--- config.mk ---
export PLATFORM = sky130hd
export DESIGN_NAME = pmc_engine
export DESIGN_NICKNAME = d
export VERILOG_FILES = /design/src/hdl/pmc_pkg.sv /design/src/hdl/pmc_sample_mem.sv /design/src/hdl/pmc_engine.sv
export SDC_FILE = /design/constraint.sdc
export NUM_CORES = 1
export LEC_CHECK = 0
export BUFFER_PORTS_ARGS = -buffer_cell sky130_fd_sc_hd__buf_2
export CORE_MARGIN = 2
export CORE_UTILIZATION = 50
export CTS_BUF_LIST = sky130_fd_sc_hd__clkbuf_8 sky130_fd_sc_hd__clkbuf_16
export DETAILED_ROUTE_END_ITERATION = 8
export PLACE_DENSITY = 0.67
export SYNTH_ARGS = -nofsm -noshare
export SYNTH_HDL_FRONTEND = slang
export SYNTH_SLANG_ARGS = --single-unit
--- constraint.sdc ---
create_clock -name mclk -period 9 [get_ports mclk]
set_input_delay 0.9 -clock mclk [delete_from_list [all_inputs] [get_ports mclk]]
set_output_delay 0.9 -clock mclk [all_outputs]
set_load 0.02 [all_outputs]
--- src/hdl/pmc_pkg.sv ---
package pmc_pkg;
   // -------------------------------------------------------------
   // Register map
   // -------------------------------------------------------------
   localparam logic [8:0] ADDR_ENABLE = 9'h100;
   localparam logic [8:0] ADDR_SENS = 9'h101;
   localparam logic [8:0] ADDR_SC0 = 9'h102;
   localparam logic [8:0] ADDR_SC1 = 9'h103;
   localparam logic [8:0] ADDR_RANGE = 9'h104;
   // -------------------------------------------------------------
   // Codes and field positions
   // -------------------------------------------------------------
   localparam logic [7:0] ENGINE_ON_CODE = 8'h11;
   localparam logic [7:0] ENGINE_OFF_CODE = 8'h00;
   localparam int SC0_EXT_LO = 6;
   localparam int SC0_OFF_ACK = 5;
   localparam int SC0_PAUSE = 4;
   localparam int SC0_DIR_EN = 3;
   localparam int SC0_DIR = 2;
   localparam int SC0_MOTION = 1;
   localparam int SC0_SETTLED = 0;
   localparam int SC1_TICK = 7;
   localparam logic [7:0] SC1_WMASK = 8'hfd;
   localparam logic [2:0] RANGE_MASK = 3'h7;
   // -------------------------------------------------------------
   // Reset values
   // -------------------------------------------------------------
   localparam logic [7:0] ENABLE_RST = 8'h00;
   localparam logic [7:0] SENS_RST = 8'h00;
   localparam logic [7:0] SC0_RST = 8'h20;
   localparam logic [7:0] SC1_RST = 8'h00;
   // -------------------------------------------------------------
   // Timing
   // -------------------------------------------------------------
   localparam int SETTLE_TICKS_DEF = 2;
   localparam int BASE_SHIFT = 3;
   localparam int BUF_DEPTH = 8;
   typedef enum {ST_OFF, ST_SETTLE, ST_RUN} pmc_state_t;
endpackage

--- src/hdl/pmc_sample_mem.sv ---
`timescale 1ns/1ps
// Small sample ring; read data registered
module pmc_sample_mem #(
   parameter int WIDTH = 10,
   parameter int DEPTH = 8,
   parameter int AW = $clog2(DEPTH)
) (
   input wire logic mclk,
   input wire logic we,
   input wire logic [AW-1:0] waddr,
   input wire logic [WIDTH-1:0] wdata,
   input wire logic [AW-1:0] raddr,
   output logic [WIDTH-1:0] rdata
);
   logic [WIDTH-1:0] mem [DEPTH];

   // -------------------------------------------------------------
   // Storage
   // -------------------------------------------------------------
   // No reset: contents are history only
   always_ff @(posedge mclk) begin
      if (we) begin
         mem[waddr] <= wdata;
      end
      rdata <= mem[raddr];
   end
endmodule

--- src/hdl/pmc_engine.sv ---
`timescale 1ns/1ps
module pmc_engine
   import pmc_pkg::*;
#(
   parameter int SAMPLE_W = 10,
   parameter int SETTLE_TICKS = SETTLE_TICKS_DEF
) (
   input wire logic mclk,
   input wire logic rstn,
   input wire logic [8:0] reg_addr,
   input wire logic reg_wr,
   input wire logic [7:0] reg_wdata,
   output logic [7:0] reg_rdata,
   input wire logic conv_event,
   input wire logic [SAMPLE_W-1:0] conv_sample,
   output logic engine_active
);
   import pmc_pkg::*;

   localparam int AW = $clog2(BUF_DEPTH);

   typedef struct packed {
      logic [7:0] enable;
      logic [7:0] sens;
      logic [7:0] sc0;
      logic [7:0] sc1;
      logic [2:0] range;
      logic [7:0] rdata;
      logic [AW-1:0] wptr;
      logic [SAMPLE_W-1:0] base;
      logic [7:0] settle_cnt;
      logic [1:0] fill;
   } pmc_regs_t;

   pmc_regs_t q_r, q_nxt;
   pmc_state_t st_r, st_nxt;
   logic [SAMPLE_W-1:0] old_sample;

   // -------------------------------------------------------------
   // Helper arithmetic
   // -------------------------------------------------------------
   // Detection threshold from sensitivity, range and extended level
   function automatic logic [SAMPLE_W+1:0] thresh_f(input logic [7:0] sens,
         input logic [2:0] range, input logic [1:0] ext);
      logic [SAMPLE_W+1:0] t;
      logic [SAMPLE_W+1:0] rng;
      t = {{(SAMPLE_W-6){1'b0}}, sens} + (SAMPLE_W+2)'(1);
      rng = (SAMPLE_W+2)'(range) << (2'd3 - ext);
      t = t + rng;
      thresh_f = t >> ext;
   endfunction

   function automatic logic [SAMPLE_W:0] absdiff_f(input logic [SAMPLE_W-1:0] a,
         input logic [SAMPLE_W-1:0] b);
      absdiff_f = (a >= b) ? {1'b0, a - b} : {1'b0, b - a};
   endfunction

   // -------------------------------------------------------------
   // Sample history
   // -------------------------------------------------------------
   // Buffering keeps running while paused so recovery is quick
   pmc_sample_mem #(
      .WIDTH(SAMPLE_W),
      .DEPTH(BUF_DEPTH)
   ) u_mem (
      .mclk(mclk),
      .we(conv_event && st_r != ST_OFF),
      .waddr(q_r.wptr),
      .wdata(conv_sample),
      .raddr(q_r.wptr),
      .rdata(old_sample)
   );

   // -------------------------------------------------------------
   // Next state
   // -------------------------------------------------------------
   always_comb begin
      logic [SAMPLE_W:0] dev;
      logic hit;
      logic pos;
      logic on_code;
      q_nxt = q_r;
      st_nxt = st_r;
      dev = '0;
      hit = 1'b0;
      pos = 1'b0;
      on_code = (q_r.enable == ENGINE_ON_CODE);
      // Software writes; engine-owned bits are read only
      if (reg_wr) begin
         case (reg_addr)
            ADDR_ENABLE: q_nxt.enable = reg_wdata;
            ADDR_SENS: q_nxt.sens = reg_wdata;
            ADDR_SC0: begin
               q_nxt.sc0[7:SC0_EXT_LO] = reg_wdata[7:SC0_EXT_LO];
               q_nxt.sc0[SC0_PAUSE] = reg_wdata[SC0_PAUSE];
               q_nxt.sc0[SC0_DIR_EN] = reg_wdata[SC0_DIR_EN];
               // Software may only clear the motion flag
               if (!reg_wdata[SC0_MOTION]) begin
                  q_nxt.sc0[SC0_MOTION] = 1'b0;
               end
            end
            ADDR_SC1: q_nxt.sc1 = reg_wdata & SC1_WMASK;
            ADDR_RANGE: q_nxt.range = reg_wdata[2:0] & RANGE_MASK;
            default: ;
         endcase
      end
      // Engine work happens only on a conversion event
      if (conv_event) begin
         case (st_r)
            ST_OFF: begin
               if (on_code) begin
                  q_nxt.sc0[SC0_OFF_ACK] = 1'b0;
                  q_nxt.sc0[SC0_SETTLED] = 1'b0;
                  q_nxt.sc0[SC0_MOTION] = 1'b0;
                  q_nxt.sc0[SC0_DIR] = 1'b0;
                  q_nxt.settle_cnt = '0;
                  q_nxt.fill = '0;
                  q_nxt.base = conv_sample;
                  st_nxt = ST_SETTLE;
               end
            end
            ST_SETTLE, ST_RUN: begin
               if (!on_code) begin
                  // Off code and reserved codes both halt the engine
                  q_nxt.sc0[SC0_OFF_ACK] = 1'b1;
                  q_nxt.sc0[SC0_SETTLED] = 1'b0;
                  st_nxt = ST_OFF;
               end else begin
                  q_nxt.wptr = q_r.wptr + AW'(1);
                  // Offset tracker: slow first-order follower
                  q_nxt.base = q_r.base + SAMPLE_W'((SAMPLE_W+1)'(signed'({1'b0, conv_sample}) -
                     signed'({1'b0, q_r.base})) >>> BASE_SHIFT);
                  if (q_r.fill != 2'd3) begin
                     q_nxt.fill = q_r.fill + 2'd1;
                  end
                  // Housekeeping on the one-second tick
                  if (q_r.sc1[SC1_TICK]) begin
                     q_nxt.sc1[SC1_TICK] = 1'b0;
                     if (st_r == ST_SETTLE) begin
                        q_nxt.settle_cnt = q_r.settle_cnt + 8'd1;
                        if (q_r.settle_cnt + 8'd1 >= 8'(SETTLE_TICKS)) begin
                           q_nxt.sc0[SC0_SETTLED] = 1'b1;
                           st_nxt = ST_RUN;
                        end
                     end
                  end
                  dev = absdiff_f(conv_sample, old_sample);
                  pos = (conv_sample >= old_sample);
                  hit = (SAMPLE_W+2)'(dev) > thresh_f(q_r.sens, q_r.range,
                     q_r.sc0[7:SC0_EXT_LO]) && q_r.fill == 2'd3;
                  // Pause and unsettled sensor both suppress detection
                  if (hit && st_r == ST_RUN && !q_r.sc0[SC0_PAUSE]
                        && q_r.sc0[SC0_SETTLED]) begin
                     // Direction latches only on a fresh flag; a pending flag keeps it
                     if (q_r.sc0[SC0_DIR_EN] && !q_nxt.sc0[SC0_MOTION]) begin
                        q_nxt.sc0[SC0_DIR] = pos;
                     end
                     q_nxt.sc0[SC0_MOTION] = 1'b1;
                  end
               end
            end
            default: st_nxt = ST_OFF;
         endcase
      end
      // Registered read data
      case (reg_addr)
         ADDR_ENABLE: q_nxt.rdata = q_r.enable;
         ADDR_SENS: q_nxt.rdata = q_r.sens;
         ADDR_SC0: q_nxt.rdata = q_r.sc0;
         ADDR_SC1: q_nxt.rdata = q_r.sc1;
         ADDR_RANGE: q_nxt.rdata = {5'h00, q_r.range};
         default: q_nxt.rdata = 8'h00;
      endcase
   end

   // -------------------------------------------------------------
   // State registers
   // -------------------------------------------------------------
   always_ff @(posedge mclk or negedge rstn) begin
      if (!rstn) begin
         q_r <= '{enable: ENABLE_RST, sens: SENS_RST, sc0: SC0_RST, sc1: SC1_RST,
            range: 3'h0, rdata: 8'h00, wptr: '0, base: '0, settle_cnt: 8'h00,
            fill: 2'h0};
         st_r <= ST_OFF;
      end else begin
         q_r <= q_nxt;
         st_r <= st_nxt;
      end
   end

   assign reg_rdata = q_r.rdata;
   assign engine_active = (st_r != ST_OFF);
endmodule

-- Yosys cells after proc, flatten, opt, wreduce, memory -nomap -nowiden
Memory sizes are Yosys's and may differ from the RTL's. A register that Yosys moved wholly into a read port is not among the register bits.
Index checks and enable logic that the tools add are counted.
- flip-flop bits (word level): 97
- latch bits: 0
- memory bits (writable): 80
- ROM bits: 0
- input port bits: 31
- output and inout port bits: 9
- logic and storage cells: 117
- memories: 1
- memories (name ; words ; width ; read ports ; clocked after Yosys merged registers in ; write ports ; RTL line ; text):
    u_mem.mem ; 8 ; 10 ; 1 ; 1 ; 1 ; pmc_sample_mem.sv:15 ; logic [WIDTH-1:0] mem [DEPTH];
- add/sub/neg operators: 10
- multipliers: 0
- divide/modulo/power cells: 0
- $lt $le $gt $ge: 3
- equality and inequality tests: 23
- shifts and indexed selects: 2
- multiplexer cells: 37
- bitwise logic cells: 0
- reductions and logical operators: 25
- operator list (cell ; number):
    $mux 32 ; 5
    $eq 32x2->1 const B ; 2
    $pmux 32 s2 ; 1
    $eq 9x9->1 const B ; 5
    $mux 20 ; 2
    $pmux 20 s2 ; 1
    $pmux 8 s5 ; 1
    $eq 32x1->1 const B ; 1
    $eq 32x3->1 const B ; 1
    $logic_not 32->1 ; 1
    $reduce_bool 32->1 ; 1
    $mux 8 ; 3
    $sub 10x10->10 ; 2
    $ne 2x2->1 const B ; 9
    $reduce_and 6->1 ; 3
    $mux 1 ; 13
    $add 9x12->12 ; 1
    $gt 10x12->1 ; 1
    $shl 3x2->12 ; 1
    $shr 12x2->12 ; 1
    $mux 11 ; 1
    $sub 10x10->11 ; 1
    $add 10x10->10 ; 1
    $ge 10x10->1 ; 1
    22 further kinds ; 41

-- Longest topological paths before layout
Gate-level depths: netlist of run 1.
- depth in word-level cells: 13
- mapped depth: 20
- gate-level depth less buffers: 19

-- By module
From an unflattened synthesis of run 1, not the netlist that was laid out.
- cells, all modules: 601
- area, all modules: 7754.9 sq um
- by module, submodules not included (module ; times used ; cells each ; area each (sq um) ; seq. area each (sq um)):
    pmc_engine ; 1 ; 463 ; 4421.7 ; 1427.6
    pmc_sample_mem ; 1 ; 138 ; 3333.2 ; 2602.5

-- Worst setup path after synthesis of run 1
No wires, ideal clock.
- kind: input port to flip-flop
- from: in conv_sample[0]
- to: reg q_r[44] (netlist bit)
- setup time: 0.079 ns
- arrival time: 4.036 ns
- data required time: 8.921 ns
- path slack: 4.885 ns
- stages on the path: 19
- path buffers: 1
- path through: inv_1 -> ha_1 -> inv_1 -> fa_1 -> nand3_1 -> nand4_1 -> a21oi_2 -> nor2_2 -> buf_6 -> a211oi_1 -> a21oi_1 -> xor2_1 -> ha_1 -> a211oi_1 -> o21bai_1 -> a221oi_1 -> a211oi_1 -> o311ai_1 -> mux2i_1
- cells in the longest elaborated chain, start to end: 9
- elaborated cells between the ends (all ways): 15
- classes of those cells: add/sub (2); order compare (2); eq/ne (1); mux (5); reduce/logical (5)
- ends and longest elaborated chain (what ; RTL line ; text):
    start, declared ; pmc_engine.sv:15 ; input wire logic [SAMPLE_W-1:0] conv_sample,
    $sub 10x10->10 or $ge 10x10->1 (tied branches) ; pmc_engine.sv:55, pmc_engine.sv:148 ;
    $mux 10 ; pmc_engine.sv:55 ; absdiff_f = (a >= b) ? {1'b0, a - b} : {1'b0, b - a};
    $gt 10x12->1 ; pmc_engine.sv:149 ; hit = (SAMPLE_W+2)'(dev) > thresh_f(q_r.sens, q_r.range,
    $logic_and 1x1->1 ; pmc_engine.sv:150 ; q_r.sc0[7:SC0_EXT_LO]) && q_r.fill == 2'd3;
    $logic_and 1x1->1 (2 in a row) ; pmc_engine.sv:152 ; if (hit && st_r == ST_RUN && !q_r.sc0[SC0_PAUSE]
    $logic_and 1x1->1 ; pmc_engine.sv:153 ; && q_r.sc0[SC0_SETTLED]) begin
    $ne 2x2->1 (no line) ; - ;
    $reduce_and 6->1 (no line) ; - ;
    end signal, assigned ; pmc_engine.sv:181 ; q_r <= '{enable: ENABLE_RST, sens: SENS_RST, sc0: SC0_RST, sc1: SC1_RST,
    end signal, assigned ; pmc_engine.sv:186 ; q_r <= q_nxt;
    end, declared ; pmc_engine.sv:35 ; pmc_regs_t q_r, q_nxt;
Several ways; a longest one is shown, not always the timed one. The select of a mux whose other input is x is not followed.
A chain may end at the register's enable or synchronous reset.

-- Worst setup path after layout of run 1
- from: reg q_r[48] (netlist bit)
- to: reg q_r[44] (netlist bit)
- cells in the longest elaborated chain, start to end: 11
- ends and longest elaborated chain (what ; RTL line ; text):
    $sub 2x2->2 ; pmc_engine.sv:48 ; rng = (SAMPLE_W+2)'(range) << (2'd3 - ext);
    $shl 3x2->12 ; pmc_engine.sv:48 ;
    $add 9x12->12 ; pmc_engine.sv:49 ; t = t + rng;
    $shr 12x2->12 (*) ; pmc_engine.sv:50 ; thresh_f = t >> ext;
    $gt 10x12->1 (*) ; pmc_engine.sv:149 ;
    $logic_and 1x1->1 (*) ; pmc_engine.sv:150 ;
    $logic_and 1x1->1 (*) (2 in a row) ; pmc_engine.sv:152 ;
    $logic_and 1x1->1 (*) ; pmc_engine.sv:153 ;
    $ne 2x2->1 (no line) (*) ; - ;
    $reduce_and 6->1 (no line) (*) ; - ;
Mark *: on every way between the ends. The rest lies on a longest branch, timed or not.

==> run summary, run 1 <==
The post-detailed-route count of antenna-violating nets is 0. The flow ran to the end, and the final reports show no timing, DRC or antenna violations. The synthesis warning total came out at 0. The number of antenna diodes came out at 0. For this run, the register share of the synthesized area comes to 0.5149. The count of buffers added on input and output ports is 39. The number of setup buffers added after CTS is 0. The clock tree synthesis step divided the H-tree into 4 levels. The startpoint identified for the worst hold timing path is q_r[40]. The cell sitting at the root of the clock tree is a clkbuf_16.

In this run, synthesis produced a sequential element count of 147. The measured slew at the worst slew-check pin is 1.353 ns. In this run the cell area of the synthesized design comes to 7828 sq um. The power density over the cells came out at 186.4 nW/um^2. The chip width came out at 129.1 um.

The maximum count of clock buffers along a single path is 2. The final critical delay including setup and external delays came out at 4.676 ns. TritonCTS built the clock tree. The clock net in this run drives a total of 147 sinks.

The via count of the first global-routing pass came out at 5192. The number of distinct library cells after synthesis came out at 73. The worst supply voltage drop on vdd is 126.2 uV.

The pre-CTS setup slack came out at 4.356 ns. For this configuration, the core starts out at a cell density of 0.5130. The final-report max-slew violation count is 0. The post-synth net total is 734. The top cell types in the final layout, fill and taps aside, are edfxtp_1 (80), nand2_1 (68), dfrtp_1 (56), ha_1 (43), buf_2 (39). TritonCTS created 17 clock buffers. The synthesized netlist cell count came out at 657. The final cell count without fillers is 912. The detail-routed net length per standard cell came out at 17.45 um. The source of the critical timing path is q_r[48]. The post-route DRC violation count came out at 0. The worst setup path category is register to register. The region available for standard cell placement spans 15260 sq um. The endpoint arrival time on the critical path came out at 5.02 ns. The count of cells resized by post-cts repair came out at 0. The fmax came out at 213.9 MHz. The post-cts hold buffer count came out at 0. The net count of the finished layout is 765. The count of endpoints failing hold in the final timing report came out at 0. The insertion delay to the later sink of the worst-skew pair is 0.42 ns. The post-layout total power is 1.633 mW.

The most common library cell in the layout ignoring fill and taps is edfxtp_1. The share of synthesized registers carrying an async set or reset is 0.3878. The floorplan has 45 rows. The number of enable flip-flop cells after synthesis came out at 80. The final setup violation count came out at 0. The critical path capture point type is a register. The reg-to-reg setup timing slack came out at 4.32 ns.

The floorplan step set the die height to 129.1 um. After clock tree synthesis, the clock-pin slew on the worst setup and hold paths is 0.07 ns. The maximum net fanout on the critical path came out at 15. In this run, the number of DRC markers left after iteration 0 of detailed routing was 376.

In the synthesized netlist the dominant register cell turns out to be edfxtp_1. The type of the worst min-delay path is register to register. The number of antenna violations at the first check in global routing came out at 0. The number of placed I/O pins came out at 40. The placer congestion estimate came out at 0.8755. Of the available clock period, the critical path in the final layout requires 0.5196.

The maximum number of pins on one net before global-route repair is 58. The global-route congestion overflow total came out at 0. The max-cap check violation count is 0. The wire length of the first global-routing pass came out at 26160 um. STA classifies the critical path startpoint as a register. In the final layout, the share of cells above drive strength 1 is 0.2068. In this run the critical register-to-register path is launched from q_r[48]. The overall global routing resource usage came out at 0.2057. The final clock skew is 0.009004 ns. The number of cells after detailed placement came out at 880. Wires add up to 15910 um. The number of vias per cell is 5.616.

The die covers 16670 sq um. The smallest setup slack after layout is 4.324 ns. The first detailed-routing pass took 5 iterations.

The sum of net half-perimeters after detailed placement is 11090 um. In this run the static leakage power is 3.622 nW. Data on the critical path is required at its endpoint by 9.35 ns. Setup repair after global routing left no endpoint under its margin. The final route contains 5122 vias.

The worst pin sits at a relative slew slack of 0.09442. The mean area per synthesized cell is 11.91 sq um. The final setup TNS came out at 0 ns. The area overhead of the layout relative to synthesis came out at 11.96%.
## routing by layer
layer | global-route usage | up-vias | wire length [um]
li1 | - | 2468 | -
met1 | 0.2555 | 2523 | 7026
met4 | 0.08120 | 0 | 259
met3 | 0.03716 | 17 | 607
met5 | 0 | - | 0
met2 | 0.3579 | 114 | 8020
## where the power goes
part,leakage [nW],switching (mW),internal [mW]
logic,1.76,0.100,0.0720
clock network,0.297,0.321,0.400
registers,1.57,0.0148,0.725
total,3.62,0.436,1.20
## sequential cells by signal, summed over array words and instances, names as in the netlist
register,flops
u_mem.rdata,10
reg_rdata,8
st_r,2
q_r,47
u_mem.mem,80
## final timing paths
path                                     end  cells past startpoint
worst max-delay path                 q_r[44]                     17
worst min-delay path                 q_r[40]                      1
worst max register to register       q_r[44]                     17
worst min register to register       q_r[40]                      1
max in group asynchronous            q_r[56]                      2
min in group asynchronous       reg_rdata[0]                      2
## final cells by class
| class | instances | area, sq um |
|---|---|---|
| multi-input cells | 440 | 3478 |
| clock buffers | 17 | 425.4 |
| well taps | 211 | 264.0 |
| inverters | 37 | 138.9 |
| repair buffers | 45 | 240.2 |
| fillers | 1266 | 6495 |
| flip-flops and latches | 147 | 4030 |
| clock inverters | 15 | 186.4 |
## cells in the mapped netlist, drive strengths merged (5+ instances only)
cell type	number	share of area
edfxtp	80	0.31
nand2	69	0.033
dfrtp	56	0.18
ha	43	0.069
o21ai	41	0.027
a21oi	38	0.025
nor2	38	0.021
inv	36	0.017
mux2	35	0.055
buf	21	0.017
nand3	20	0.013
mux2i	19	0.024
mux4	19	0.055
clkbuf	12	0.0058
dfxtp	10	0.026
and2	8	0.0064
xnor2	8	0.0090
a21o	7	0.0067
xor2	7	0.0078
a211oi	6	0.0058
nand3b	6	0.0062
nor2b	5	0.0040
## per-stage QoR
stage	hold WS (ns)	instance area, sq um	util
4_1_cts	0.5129	8763	0.5743
2_1_floorplan	0.4754	7828	-
5_1_grt	0.5339	8763	0.5743
3_5_place_dp	0.4973	8152	0.5342
6_report	0.5110	8763	0.5743
3_3_place_gp	0.4843	8152	0.5342
## worst max-delay path, stage by stage, from the launching register on
cell      delay [ns]
dfrtp_1         0.74
clkinv_1        0.44
o21ai_0         0.27
ha_1            0.29
o21a_1          0.14
o21ai_0         0.23
a21oi_1         0.12
xor2_1          0.25
o22ai_1         0.13
a31oi_1         0.24
o21ai_0         0.13
ha_1            0.32
a211oi_1        0.21
o21bai_1        0.10
a221oi_1        0.30
a211oi_1        0.11
o311ai_1        0.35
mux2i_1         0.22
## logic make-up (layout without fill, tap and decap cells)
| logic type | count (synthesis) | after routing | share of synthesized area |
|---|---|---|---|
| XOR/XNOR | 15 | 15 | 0.01678 |
| flip-flops | 147 | 147 | 0.5149 |
| adder cells (fa/ha/maj) | 46 | 46 | 0.07641 |
| buffers and inverters | 70 | 114 | 0.04076 |
| AO/OA/AOI/OAI | 132 | 132 | 0.1060 |
| AND/OR/NAND/NOR | 174 | 174 | 0.1116 |
| multiplexers | 73 | 73 | 0.1336 |
Note: power is estimated with default switching activity, not from simulation.
==> run 2, diff against run 1 <==
- PLACE_DENSITY: 0.67 -> 0.7
- clock period: 9 -> 3.95 ns (I/O delays scaled with it)
==> run summary, run 2 (synthesis gave the netlist of run 1 again) <==
The via count is 5443. In the final layout, the share of cells above drive strength 1 is 0.2717. The worst supply voltage drop on vdd is 369.2 uV.

The tool flagged a number of max-cap violations equal to 0. The H-tree depth reported by CTS came out at 4. Data on the critical path is required at its endpoint by 4.30 ns. The path class of the tightest hold or removal check is primary input to asynchronous set/reset pin. The die outline height came out at 129.1 um. The number of cells after detailed placement is 910. More flip-flops sit in one register than any other, and that register is u_mem.mem. Leaving out fill and tap cells, the most frequent cell in the layout is edfxtp_1. The count of cells in the finished layout, fillers not included, comes to 947. TritonCTS built the clock tree.

The overall global routing resource usage came out at 0.2151. The area of the core is 15260 sq um. The number of antenna violations at the first check in global routing is 0. The maximum number of pins on one net before global-route repair is 38.

The post-route cell area is 9136 sq um. The chip width is 129.1 um. The final critical delay including setup and external delays came out at 3.964 ns. The clock tree root driver cell is clkbuf_16.

40 I/O pins were placed. In the layout the commonest cells are edfxtp_1 (80), nand2_1 (67), dfrtp_1 (55), ha_1 (41), buf_2 (39). The leakage power figure came out at 3.833 nW. The post-route clock period utilization is 1.003. The number of buffers added by the clock tree synthesis step came out at 17. The headroom to the max-slew limit came out at 0.4437. The maximum count of clock buffers along a single path came out at 2. The register clock-pin slew on the reported worst setup and hold paths is 0.07 ns. The placer congestion estimate is 0.8603. STA classifies the critical path startpoint as a register. The via count of the first global-routing pass is 5356. Before antenna repair, the detailed router went through 6 iterations. The post-layout total power came out at 3.735 mW. The fmax came out at 252.3 MHz. The initial utilization of the core area, before any placement, comes to 0.5130.

The die footprint came out at 16670 sq um. The detail-routed net length per standard cell is 18.07 um. CTS saw 147 sinks. By startpoint and endpoint, the worst setup path is classified as register to register. In this run the core area contains 45 standard-cell rows. The count of endpoints failing hold in the final timing report is 0. The area overhead of the layout relative to synthesis is 16.72%. The routed wire length came out at 17110 um. At the worst endpoint, the arrival time is 4.31 ns.

The final setup violation count is 1. The maximum net fanout on the critical path came out at 2. The number of vias per cell came out at 5.748. The post-detailed-placement cell area came out at 8389 sq um. The final reports fail on setup timing. The wire length of the first global-routing pass came out at 27550 um. The insertion delay to the later sink of the worst-skew pair is 0.43 ns. In the routed design, unresolved DRC markers number 0.

Power spread over the standard cell area amounts to 408.8 nW/um^2. Buffers inserted to repair hold after CTS numbered 0. Setup repair after global routing could not meet its margin everywhere. The sum of net half-perimeters after detailed placement came out at 12020 um. The critical path capture point type is a register. The flow ran to the end, but the final reports show violations.

The register with the most flip-flops in the layout has 80 of them. The number of nets in the final layout is 800. The global-route congestion overflow total came out at 0. The final clock skew is 0.006923 ns. The measured slew at the worst slew-check pin is 0.8344 ns. Port buffering added 39 buffers.

The number of DRC markers in iteration 0 came out at 372. The largest registers in the layout are u_mem.mem (80), q_r (47), u_mem.rdata (10). The final-report max-slew violation count came out at 0. The post-detailed-route count of antenna-violating nets came out at 0. The smallest setup slack after layout came out at -0.01376 ns.

The number of antenna diodes is 0.
==> run 2: changes by cell type in the layout (fill, tap and decap cells not counted), moves of 3 or more <==
cell | previous run | this run
inv_8 | 5 | 8
o21ai_0 | 38 | 33
clkinv_8 | 3 | 0
buf_4 | 6 | 38
clkinvlp_4 | 1 | 4
o21ai_2 | 1 | 4
==> run 2: final cells by class <==
type,count,area [sq um]
fill,1205,6122
sequential,147,4031
multi-input combinational,440,3586
timing repair buffer,80,523.0
clock buffer,17,425.4
tap,211,264.0
clock inverter,15,163.9
inverter,37,142.6
==> run 2: final timing paths <==
kind,start,endpoint,slack (ns),depth (start not counted)
worst max-delay path,q_r[48],q_r[44],-0.01,19
worst min-delay path,rstn,q_r[60],0.07,1
worst max register to register,q_r[48],q_r[44],-0.01,19
worst min register to register,q_r[38],q_r[38],0.51,1
max in group asynchronous,rstn,q_r[5],3.08,2
min in group mclk,reg_wdata[0],q_r[50],0.25,3
==> run 2: timing repair <==
item	in CTS	in global routing
setup endpoints to repair	2	2
gates resized for setup	6	27
gates cloned	0	0
setup buffers	2	3
pin swaps	3	15
==> run 2: stage by stage <==
step | setup slack, ns | setup TNS (ns) | hold slack (ns) | util
2_1_floorplan | 0.06660 | 0 | 0.09941 | -
3_3_place_gp | 0.08311 | 0 | 0.4842 | 0.5498
3_5_place_dp | -0.1949 | -0.1949 | 0.4948 | 0.5498
4_1_cts | 0.001838 | 0 | 0.07987 | 0.5902
5_1_grt | -0.2326 | -0.4085 | 0.1241 | 0.5988
6_report | -0.01376 | -0.01376 | 0.06802 | 0.5988
==> run 2: routing by layer <==
metal	vias to the layer above	track usage	share of wire
met5	-	0	0
met4	0	0.07481	0.016
met3	21	0.04624	0.047
met2	166	0.3619	0.50
met1	2709	0.2773	0.44
li1	2547	-	-
==> run 2: report_power, final <==
group	leakage [nW]	switching [mW]	internal [mW]	total (mW)
combinational	1.98	0.254	0.196	0.450
sequential	1.57	0.0302	1.65	1.68
clock	0.283	0.704	0.899	1.60
total	3.83	0.988	2.75	3.73
==> run 2: critical path, cell delays in order (launching register included) <==
cell and delay, ns:
dfrtp_1 0.41, mux2_4 0.33, nand2_4 0.07, inv_2 0.05
ha_4 0.22, nor2b_4 0.11, o21a_1 0.21, o21ai_2 0.20
a21oi_2 0.09, xor2_1 0.22, o22ai_1 0.12, a31oi_1 0.22
o21ai_1 0.12, ha_1 0.34, a211oi_2 0.22, o21bai_1 0.10
a221oi_2 0.27, a211oi_2 0.08, o311ai_2 0.29, mux2i_1 0.21
